$ cat src/lsdpm_defs.svh
// Constants for the strobe dimming and pump mode controller.
// Assumes a 25 MHz system clock; times are in ns, counts derived here.
// How it works
// RL1: Main rising edge decrements 5-bit counter.
// RL2: Camera rising edge decrements 3-bit counter.
// RL3: Counters stop at one LSB.
// RL4: First strobe full scale; 31/7 to minimum.
// RL5: Host leaves strobe high after last edge.
// RL6: High for 150us loads counter into DAC.
// RL7: Held low zeroes current, clears counter.
// RL8: Resume within 150us keeps count, else reset.
// RL9: Both low past 150us enters shutdown.
// RL10: Leaving shutdown adds 100us enable delay.
// RL11: Pump starts 1x after reset or shutdown.
// RL12: Dropout steps 1x to 1.5x to 2x.
// RL13: Camera falling edge or shutdown gives 1x.
// RL14: Two-phase non-overlapping 800kHz pump clock; code runs it at 781kHz.
// RL15: 2x charges capacitors on alternate phases.
// RL16: 1.5x series charge, parallel stack discharge.
// RL17: Fourth main output copies main code.
// RL18: Dropout mode step after 0.4ms.
// RL19: Host pulses at least 200ns.
// RL20: Delays counted in cycles, restart on edges.
// RL21: DAC code held apart from counter.
`ifndef LSDPM_DEFS_SVH
`define LSDPM_DEFS_SVH
`define LSDPM_CLK_NS      40
`define LSDPM_SETTLE_NS   150000
`define LSDPM_SETTLE_CYC  (`LSDPM_SETTLE_NS / `LSDPM_CLK_NS)
`define LSDPM_BGAP_NS     100000
`define LSDPM_BGAP_CYC    (`LSDPM_BGAP_NS / `LSDPM_CLK_NS)
`define LSDPM_MODE_NS     400000
`define LSDPM_MODE_CYC    (`LSDPM_MODE_NS / `LSDPM_CLK_NS)
`define LSDPM_PUMP_HZ     800000
`define LSDPM_CLK_HZ      25000000
// Rounded to the nearest whole cycle, not truncated
`define LSDPM_HALF_CYC    ((`LSDPM_CLK_HZ + `LSDPM_PUMP_HZ) / (2 * `LSDPM_PUMP_HZ))
`define LSDPM_NOVL_CYC    1
`endif

$ cat src/lsdpm_pkg.sv
// Types for the strobe dimming and pump mode controller.
// Assumes the constants header is compiled alongside.
package lsdpm_pkg;
  typedef enum logic [2:0] {
    LSDPM_X1  = 3'h1,
    LSDPM_X15 = 3'h2,
    LSDPM_X2  = 3'h4
  } lsdpm_mode_type;
endpackage

$ cat src/lsdpm_top.sv
// Strobe-programmed LED DAC codes and charge pump mode sequencer.
// Assumes strobe and dropout inputs synchronous to CLK_SYS.
`timescale 1ns/10ps
`include "lsdpm_defs.svh"
module lsdpm_top #(
  parameter int SETTLE_CYC = `LSDPM_SETTLE_CYC,
  parameter int BGAP_CYC   = `LSDPM_BGAP_CYC,
  parameter int MODE_CYC   = `LSDPM_MODE_CYC,
  parameter int MW         = 5,
  parameter int CW         = 3
) (
  input  wire logic          CLK_SYS,
  input  wire logic          SYS_RST,
  input  wire logic          MAIN_STROBE_IN,
  input  wire logic          CAM_STROBE_IN,
  input  wire logic          DROPOUT,
  output logic [MW-1:0]      MAIN_LED_OUT_A,
  output logic [MW-1:0]      MAIN_LED_OUT_B,
  output logic [MW-1:0]      MAIN_LED_OUT_C,
  output logic [MW-1:0]      MAIN_LED_OUT_D,
  output logic [CW-1:0]      CAM_LED_OUT,
  output logic               SHUTDOWN,
  output logic [2:0]         PUMP_MODE,
  output logic               PUMP_PH1,
  output logic               PUMP_PH2,
  output logic               SW_SERIES_CHG,
  output logic               SW_PARALLEL_DIS,
  output logic               SW_CAP1_CHG,
  output logic               SW_CAP2_CHG,
  output logic               PUMP_OUTPUT_EN
);
  // ****************************************
  // Strobe history and shared timers
  // ****************************************
  logic          m_d;
  logic          c_d;
  logic          next_m_d;
  logic          next_c_d;
  logic [31:0]   m_tmr;
  logic [31:0]   c_tmr;
  logic [31:0]   s_tmr;
  logic [31:0]   next_m_tmr;
  logic [31:0]   next_c_tmr;
  logic [31:0]   next_s_tmr;
  logic          sd;
  logic          next_sd;
  logic          bgap;
  logic          next_bgap;
  logic [MW-1:0] m_cnt;
  logic [MW-1:0] next_m_cnt;
  logic [MW-1:0] m_dac;
  logic [MW-1:0] next_m_dac;
  logic [CW-1:0] c_cnt;
  logic [CW-1:0] next_c_cnt;
  logic [CW-1:0] c_dac;
  logic [CW-1:0] next_c_dac;
  logic          m_rise;
  logic          c_rise;
  logic          m_edge;
  logic          c_edge;
  logic          c_fall;
  logic          m_done;
  logic          c_done;
  logic          s_done;
  logic [31:0]   en_lim;

  assign m_rise = MAIN_STROBE_IN & ~m_d;
  assign c_rise = CAM_STROBE_IN & ~c_d;
  assign c_fall = ~CAM_STROBE_IN & c_d;
  assign m_edge = MAIN_STROBE_IN ^ m_d;
  assign c_edge = CAM_STROBE_IN ^ c_d;
  // Wake from shutdown waits for the reference too
  assign en_lim = bgap ? 32'(SETTLE_CYC + BGAP_CYC) : 32'(SETTLE_CYC); // RL10
  assign m_done = m_tmr >= 32'(SETTLE_CYC);
  assign c_done = c_tmr >= 32'(SETTLE_CYC);
  assign s_done = s_tmr >= 32'(SETTLE_CYC);

  always_comb begin
    next_m_d   = MAIN_STROBE_IN;
    next_c_d   = CAM_STROBE_IN;
    // Timers restart on any edge and saturate, so no wrap can fake a delay
    if (m_edge) begin
      next_m_tmr = 32'h0; // RL20
    end else if (m_tmr >= en_lim) begin
      next_m_tmr = m_tmr;
    end else begin
      next_m_tmr = m_tmr + 32'h1; // RL20
    end
    if (c_edge) begin
      next_c_tmr = 32'h0; // RL20
    end else if (c_tmr >= en_lim) begin
      next_c_tmr = c_tmr;
    end else begin
      next_c_tmr = c_tmr + 32'h1; // RL20
    end
    if (MAIN_STROBE_IN || CAM_STROBE_IN) begin
      next_s_tmr = 32'h0; // RL20
    end else if (s_done) begin
      next_s_tmr = s_tmr;
    end else begin
      next_s_tmr = s_tmr + 32'h1;
    end
    next_sd    = sd;
    next_bgap  = bgap;
    if (!MAIN_STROBE_IN && !CAM_STROBE_IN && s_done) begin
      next_sd   = 1'b1; // RL9
      next_bgap = 1'b1; // RL10
    end else if (MAIN_STROBE_IN || CAM_STROBE_IN) begin
      next_sd = 1'b0;
    end
    if (bgap && ((MAIN_STROBE_IN && m_tmr >= en_lim) || (CAM_STROBE_IN && c_tmr >= en_lim)))
      next_bgap = 1'b0;
  end

  // ****************************************
  // Main counter and DAC holding register
  // ****************************************
  always_comb begin
    next_m_cnt = m_cnt;
    next_m_dac = m_dac;
    // Count 0 means cleared; first edge wraps to full scale
    if (m_rise && m_cnt != {{(MW-1){1'b0}}, 1'b1}) // RL3
      next_m_cnt = m_cnt - 1'b1; // RL1 RL4
    if (!MAIN_STROBE_IN) begin
      next_m_dac = '0; // RL7
      if (m_done)
        next_m_cnt = '0; // RL8
    end else if (m_tmr >= en_lim && !m_edge) begin
      next_m_dac = m_cnt; // RL6 RL21
    end
  end

  // ****************************************
  // Camera counter and DAC holding register
  // ****************************************
  always_comb begin
    next_c_cnt = c_cnt;
    next_c_dac = c_dac;
    if (c_rise && c_cnt != {{(CW-1){1'b0}}, 1'b1}) // RL3
      next_c_cnt = c_cnt - 1'b1; // RL2 RL4
    if (!CAM_STROBE_IN) begin
      next_c_dac = '0; // RL7
      if (c_done)
        next_c_cnt = '0; // RL8
    end else if (c_tmr >= en_lim && !c_edge) begin
      next_c_dac = c_cnt; // RL6 RL21
    end
  end

  always_ff @(posedge CLK_SYS or posedge SYS_RST) begin
    if (SYS_RST) begin
      m_d   <= 1'b0;
      c_d   <= 1'b0;
      m_tmr <= 32'h0;
      c_tmr <= 32'h0;
      s_tmr <= 32'h0;
      sd    <= 1'b1;
      bgap  <= 1'b1;
      m_cnt <= '0;
      c_cnt <= '0;
      m_dac <= '0;
      c_dac <= '0;
    end else begin
      m_d   <= next_m_d;
      c_d   <= next_c_d;
      m_tmr <= next_m_tmr;
      c_tmr <= next_c_tmr;
      s_tmr <= next_s_tmr;
      sd    <= next_sd;
      bgap  <= next_bgap;
      m_cnt <= next_m_cnt;
      c_cnt <= next_c_cnt;
      m_dac <= next_m_dac;
      c_dac <= next_c_dac;
    end
  end

  // ****************************************
  // Pump mode sequencer
  // ****************************************
  lsdpm_pkg::lsdpm_mode_type mode;
  lsdpm_pkg::lsdpm_mode_type next_mode;
  logic [31:0]               dly;
  logic [31:0]               next_dly;

  always_comb begin
    next_mode = mode;
    if (DROPOUT) begin
      next_dly = dly + 32'h1;
    end else begin
      next_dly = 32'h0;
    end
    if (sd || next_sd || c_fall) begin
      next_mode = lsdpm_pkg::LSDPM_X1; // RL11 RL13
      next_dly  = 32'h0;
    end else if (DROPOUT && dly >= 32'(MODE_CYC - 1)) begin // RL18
      next_dly = 32'h0;
      case (mode)
        lsdpm_pkg::LSDPM_X1:  next_mode = lsdpm_pkg::LSDPM_X15; // RL12
        lsdpm_pkg::LSDPM_X15: next_mode = lsdpm_pkg::LSDPM_X2;  // RL12
        lsdpm_pkg::LSDPM_X2:  next_mode = lsdpm_pkg::LSDPM_X2;
        default:              next_mode = lsdpm_pkg::LSDPM_X1;
      endcase
    end
  end

  // ****************************************
  // Two-phase non-overlapping clock
  // ****************************************
  // Half period of 16 cycles gives 781 kHz; the nearest whole count at 25 MHz
  logic [7:0] ph_cnt;
  logic [7:0] next_ph_cnt;
  logic       ph;
  logic       next_ph;
  logic       p1;
  logic       p2;

  always_comb begin
    next_ph_cnt = ph_cnt + 8'h1;
    next_ph     = ph;
    if (ph_cnt >= 8'(`LSDPM_HALF_CYC - 1)) begin // RL14
      next_ph_cnt = 8'h0;
      next_ph     = ~ph;
    end
    p1 = 1'b0;
    p2 = 1'b0;
    // Dead time at each half start keeps both phases from overlapping
    if (!sd && ph_cnt >= 8'(`LSDPM_NOVL_CYC)) begin
      p1 = ~ph; // RL14
      p2 = ph;  // RL14
    end
  end

  // ****************************************
  // Switch drive decode
  // ****************************************
  logic next_ser;
  logic next_par;
  logic next_cap1;
  logic next_cap2;

  always_comb begin
    next_ser  = 1'b0;
    next_par  = 1'b0;
    next_cap1 = 1'b0;
    next_cap2 = 1'b0;
    case (mode)
      lsdpm_pkg::LSDPM_X15: begin
        next_ser = p1; // RL16
        next_par = p2; // RL16
      end
      lsdpm_pkg::LSDPM_X2: begin
        next_cap1 = p1; // RL15
        next_cap2 = p2; // RL15
      end
      default: begin
        next_ser = 1'b0;
      end
    endcase
  end

  always_ff @(posedge CLK_SYS or posedge SYS_RST) begin
    if (SYS_RST) begin
      mode   <= lsdpm_pkg::LSDPM_X1;
      dly    <= 32'h0;
      ph_cnt <= 8'h0;
      ph     <= 1'b0;
    end else begin
      mode   <= next_mode;
      dly    <= next_dly;
      ph_cnt <= next_ph_cnt;
      ph     <= next_ph;
    end
  end

  // ****************************************
  // Output registers
  // ****************************************
  always_ff @(posedge CLK_SYS or posedge SYS_RST) begin
    if (SYS_RST) begin
      MAIN_LED_OUT_A  <= '0;
      MAIN_LED_OUT_B  <= '0;
      MAIN_LED_OUT_C  <= '0;
      MAIN_LED_OUT_D  <= '0;
      CAM_LED_OUT     <= '0;
      SHUTDOWN        <= 1'b1;
      PUMP_MODE       <= 3'h1;
      PUMP_PH1        <= 1'b0;
      PUMP_PH2        <= 1'b0;
      SW_SERIES_CHG   <= 1'b0;
      SW_PARALLEL_DIS <= 1'b0;
      SW_CAP1_CHG     <= 1'b0;
      SW_CAP2_CHG     <= 1'b0;
      PUMP_OUTPUT_EN  <= 1'b0;
    end else begin
      MAIN_LED_OUT_A  <= next_m_dac;
      MAIN_LED_OUT_B  <= next_m_dac;
      MAIN_LED_OUT_C  <= next_m_dac;
      MAIN_LED_OUT_D  <= next_m_dac; // RL17
      CAM_LED_OUT     <= next_c_dac;
      SHUTDOWN        <= next_sd; // RL9
      PUMP_MODE       <= next_mode;
      PUMP_PH1        <= p1;
      PUMP_PH2        <= p2;
      SW_SERIES_CHG   <= next_ser;  // RL16
      SW_PARALLEL_DIS <= next_par;  // RL16
      SW_CAP1_CHG     <= next_cap1; // RL15
      SW_CAP2_CHG     <= next_cap2; // RL15
      PUMP_OUTPUT_EN  <= ~next_sd;
    end
  end
endmodule

$ cat config.mk
export PLATFORM = sky130hd
export DESIGN_NAME = lsdpm_top
export DESIGN_NICKNAME = d
export VERILOG_FILES = /design/src/lsdpm_pkg.sv /design/src/lsdpm_top.sv
export VERILOG_INCLUDE_DIRS = /design/src /design/src/src
export SDC_FILE = /design/constraint.sdc
export NUM_CORES = 1
export LEC_CHECK = 0
export BUFFER_PORTS_ARGS = -buffer_cell sky130_fd_sc_hd__buf_4
export CAP_MARGIN = 20
export CORE_ASPECT_RATIO = 2
export CORE_UTILIZATION = 50
export CTS_CLUSTER_DIAMETER = 30
export CTS_CLUSTER_SIZE = 14
export DETAILED_ROUTE_END_ITERATION = 10
export PLACE_DENSITY = 0.71
export SETUP_SLACK_MARGIN = 0.02
export SLEW_MARGIN = 10
export SYNTH_ARGS = -nofsm -noshare
export SYNTH_HDL_FRONTEND = slang
export SYNTH_SLANG_ARGS = --single-unit
$ cat constraint.sdc
create_clock -name CLK_SYS -period 9.3 [get_ports CLK_SYS]
set_input_delay 1.86 -clock CLK_SYS [delete_from_list [all_inputs] [get_ports CLK_SYS]]
set_output_delay 1.86 -clock CLK_SYS [all_outputs]
set_load 0.005 [all_outputs]
==> qor.csv, run 1 <==
metric;value;unit
CP Launch Type;input port;
clock slew at reported path FFs;0.07;ns
R2R setup slack;6.31;ns
met2 WL;7.67;mm
Top FF cell, synth;dfrtp_1;
max cap viols;0;
Vias;4984;
number of synthesized flops with an enable pin;0;
Post-CTS Resized;0;
mean post-synth cell area;10.9;sq um
Rel. slew slack;39.5;%
area delta synth->final;15.1;%
outcome;complete, no violations;
root buffer cell;clkbuf_16;
final setup vio count;0;
largest net degree at the start of global routing;86;
Clock Skews;0.0124;ns
unique cell type count in the Yosys netlist;56;
DR DRC count;0;
most common cell after layout, fill and taps aside;dfrtp_1;
sequential area share after synthesis;56.6;%
TritonCTS buffer count;17;
DRT Pass-1 Iters;4;
first-pass GRT wire length;23.9;mm
WP data arrival;3.68;ns
M1 WL;5.56;mm
Total GRT Usage;20.2;%
die width;88.0;microns
CTS tree;yes;
fraction of registers with async set/reset;100;%
cts-stage hold buffer count;0;
H-Tree Depth;4;
Via density;5.35;
vias in the first global route;5203;
starting density of the core;51.2;%
die area;15300;sq um
final hold violations;0;
fin crit period;3.36;ns
clock sink total;167;
setup bufs post-CTS;0;
worst-margin pin slew;0.897;ns
fin. max-slew vios;0;
Hold Crit Class;register to register;
RePlAce Congestion;0.779;
Setup TNS;0;ns
Post-layout nets;763;
required time of the critical path;9.62;ns
dpl hpwl;9.46;mm
post-synthesis cell count;675;
clk_lat worst skew;0.43;ns
FF+latch count, synth;167;
Worst VDD drop;134;uV
I/O pin cnt;39;
Leak Pwr;4.13;nW
dpl cell area;7830;sq um
post-route cell area;8510;sq um
Max Used Layer;met4;
Worst Path Buf+Inv;3;
Final ANT Viol Nets;0;
Synth Cell Area;7390;sq um
routed len/inst;15.0;microns
crit-path cells;buf_4 -> inv_1 -> ha_1 -> inv_1 -> a21oi_2 -> mux2i_1 -> nor2_1;
grt total ovfl;0;
port bufs;38;
crit path kind;input port to register;
Die Span Y;174;microns
First DRT Iteration DRCs;215;
PD cells;201;nW/um^2
top cell family by delay on the critical path;adder cells;
Worst Setup End Kind;register;
Max Root-Sink Buffers;2;
unrepaired setup endpoints after global routing;no;
Worst path max stage delay;0.62;ns
Max Fclk;297;MHz
Crit path top cell by count;inv_1;
DR WL met3;368;microns
Hold WS;0.462;ns
yosys warns;0;
crit path max fanout;20;
fraction of layout cells with a size suffix above 1;13.1;%
Slowest-stage cell, CP;ha_1;
Tcrit/Tclk final;36.2;%
most frequent cells in the layout;dfrtp_1 (164), and2_1 (72), nor2_1 (62), buf_4 (41), nand2_1 (38);
Rows;62;
area of the core;14400;sq um
# diodes;0;
routed wire length;14.0;mm
initial antenna violation count;0;
## Yosys cell counts, types with 15 or more instances
| master | n | area share [%] |
|---|---|---|
| a21oi_1 | 16 | 1.1 |
| and2_1 | 72 | 6.1 |
| buf_4 | 15 | 1.5 |
| dfrtp_1 | 164 | 56 |
| ha_1 | 31 | 5.2 |
| inv_1 | 29 | 1.5 |
| nand2_1 | 38 | 1.9 |
| nand3_1 | 28 | 1.9 |
| nor2_1 | 62 | 3.1 |
| nor4_1 | 27 | 2.3 |
| o21ai_0 | 19 | 1.3 |
| xnor2_1 | 21 | 2.5 |
| xor2_1 | 24 | 2.8 |
## stage by stage
step	instances	power, mW	util, %	setup slack, ns
floorplan	696	0.927	-	2.93
finish	932	1.71	58.9	5.94
detailed placement	897	0.982	54.3	5.38
CTS	929	1.73	58.7	5.76
global placement	897	0.971	54.3	5.49
global route	932	1.79	58.9	5.79
## final timing paths
kind,start,endpoint,cells past startpoint
max,CAM_STROBE_IN,CAM_LED_OUT[0],7
max in group asynchronous,SYS_RST,bgap,4
min,dly[0],dly[0],1
min in group asynchronous,SYS_RST,CAM_LED_OUT[2],2
max reg2reg,bgap,c_tmr[12],8
min reg2reg,dly[0],dly[0],1
## logic make-up after synthesis
family / after synthesis / share of synthesized area, %
mux: 4 / 0.542
xor+xnor: 45 / 5.33
other cells: 1 / 0.0507
fa+ha+maj: 31 / 5.25
flops: 167 / 56.6
compound gates: 71 / 6.25
simple gates: 297 / 22.1
buf+inv: 59 / 3.86
## per-layer routing
metal / up-vias / global-route usage, %
met5: - / 0
met4: 0 / 8.88
met2: 84 / 35.7
met3: 25 / 4.46
li1: 2382 / -
met1: 2493 / 22.6
## state kept, by name, summed over array words and instances, names as in the netlist, 5 cells and up
signal          count
m_tmr              32
s_tmr              32
MAIN_LED_OUT_D      5
ph_cnt              8
m_cnt               5
c_tmr              32
dly                32
## area by class of cell
type | instances | area (sq um)
tap | 192 | 240
clock inverter | 15 | 208
inverter | 29 | 114
timing repair buffer | 42 | 335
multi-input combinational | 470 | 3000
clock buffer | 17 | 425
sequential | 167 | 4180
fill | 1221 | 5920
## power by group
part | internal, mW | leakage [nW] | switching [mW]
logic | 0.0679 | 1.60 | 0.0889
clock network | 0.435 | 0.304 | 0.308
registers | 0.770 | 2.23 | 0.0422
## worst register-to-register path, stage by stage (launching register included)
cell,delay (ns)
dfstp_2,0.66
inv_1,0.21
ha_1,0.24
or4_4,0.48
a21oi_2,0.16
o311a_4,0.26
nand3_2,0.22
or4_1,0.55
a21oi_1,0.15
Note: power is estimated with default switching activity, not from simulation.
==> run 2, diff against run 1 <==
PLACE_DENSITY = 0.74   (was 0.71)
clock period = 2.8 ns   (was 9.3 ns; I/O delays follow)
==> qor.csv, run 2 (synthesis gave the netlist of run 1 again) <==
metric;value;unit
outcome;complete, no violations;
Tot Pwr;5.64;mW
area delta synth->final;15.5;%
share of power burned in registers;47.8;%
port bufs;38;
Tcrit/Tclk final;95.0;%
fin. max-slew vios;0;
final hold violations;0;
required time of the critical path;3.14;ns
CP Launch Type;register;
post-route cell area;8530;sq um
Power Internal;4.27;mW
crit path kind;register to register;
H-Tree Depth;4;
clock slew at reported path FFs;0.06;ns
WP data arrival;3.01;ns
global route hottest layer;met2;
first-pass GRT wire length;24.5;mm
routed len/inst;15.1;microns
I/O pin cnt;39;
Die Span Y;174;microns
Worst VDD drop;449;uV
Psw;1.37;mW
Rows;62;
Rel. slew slack;43.5;%
Total GRT Usage;20.7;%
fin crit period;2.66;ns
Post-layout nets;769;
die area;15300;sq um
met2 Use GR;36.1;%
fraction of layout cells with a size suffix above 1;13.6;%
largest net degree at the start of global routing;59;
TritonCTS buffer count;17;
starting density of the core;51.2;%
dpl hpwl;9.87;mm
Worst Slack Setup Final;0.139;ns
RePlAce Congestion;0.866;
final core utilization;59.1;%
Worst Setup End Kind;register;
most frequent cells in the layout;dfrtp_1 (164), and2_1 (72), nor2_1 (62), buf_4 (46), nand2_1 (38);
DRT Pass-1 Iters;4;
area of the core;14400;sq um
Hold Crit Class;input port to async pin;
vias in the first global route;5382;
multi-input logic area;3000;sq um
root buffer cell;clkbuf_16;
pre-CTS setup slack;0.159;ns
Clk pwr share;42.7;%
cts-stage hold buffer count;0;
grt total ovfl;0;
Via density;5.38;
Setup TNS;0;ns
# diodes;0;
fillers;1236;
most common cell after layout, fill and taps aside;dfrtp_1;
cell count after placement;906;
clock sink total;167;
Final ANT Viol Nets;0;
Leak Pwr;4.16;nW
setup bufs post-CTS;0;
max cap viols;0;
die width;88.0;microns
initial antenna violation count;0;
Hold WS;0.195;ns
Clock Skews;0.00732;ns
Comb pwr share;9.6;%
worst-margin pin slew;0.836;ns
grt met3 use;4.18;%
FF/Latch Area;4180;sq um
Switching Fraction;24.3;%
Max Root-Sink Buffers;2;
First DRT Iteration DRCs;198;
CTS tree;yes;
Non-Filler Instances;936;
Vias;5039;
DR DRC count;0;
crit path max fanout;11;
clk_lat worst skew;0.42;ns
final setup vio count;0;
unrepaired setup endpoints after global routing;no;
routing usage on met1;23.2;%
Max Fclk;376;MHz
PD cells;661;nW/um^2
dpl cell area;7920;sq um
Post-CTS Resized;0;
routed wire length;14.2;mm
==> run 2: cell types whose count changed in the layout (fill, tap and decap cells not counted) <==
cell,change
buf_4,+5
buf_16,-1
clkinvlp_4,-1
clkinv_4,+3
buf_12,+2
inv_8,-2
inv_6,-6
clkbuf_8,+3
clkinv_2,+2
clkinv_8,-1
==> run 2: final timing paths <==
| path | startpoint | end | slack [ns] | depth (start not counted) |
|---|---|---|---|---|
| min | SYS_RST | dly[15] | 0.20 | 2 |
| max | bgap | c_tmr[12] | 0.14 | 8 |
| min reg2reg | dly[0] | dly[0] | 0.46 | 1 |
| max reg2reg | bgap | c_tmr[12] | 0.14 | 8 |
| min in group CLK_SYS | CAM_STROBE_IN | c_d | 0.33 | 1 |
| max in group asynchronous | SYS_RST | m_tmr[6] | 1.94 | 3 |
==> run 2: cell type report <==
| type | instances | share of cell area (%) |
|---|---|---|
| clock inverters | 10 | 1.72 |
| well taps | 192 | 2.81 |
| flip-flops and latches | 167 | 49.0 |
| multi-input cells | 470 | 35.2 |
| inverters | 29 | 1.32 |
| clock buffers | 20 | 5.47 |
| repair buffers | 48 | 4.52 |
==> run 2: power by group through the flow <==
stage | combinational, mW | sequential, mW | clock, mW
finish | 0.540 | 2.69 | 2.41
global placement | 0.510 | 2.73 | 0
floorplan | 0.370 | 2.71 | 0
detailed placement | 0.543 | 2.74 | 0
global route | 0.620 | 2.72 | 2.57
CTS | 0.548 | 2.69 | 2.46
==> run 2: per-layer routing <==
metal | wire [microns] | up-vias | share of wire, %
met4 | 393 | 0 | 2.8
met1 | 5590 | 2523 | 39
met3 | 380 | 31 | 2.7
met2 | 7790 | 106 | 55
li1 | - | 2379 | -
met5 | 0 | - | 0
==> run 2: worst max-delay path, stage by stage, from the launching register on <==
cell and delay, ns:
dfstp_2 0.53, inv_1 0.12, ha_1 0.21, or4_4 0.47, a21oi_2 0.15, o311a_4 0.25
nand3_2 0.19, or4_1 0.53, a21oi_1 0.14
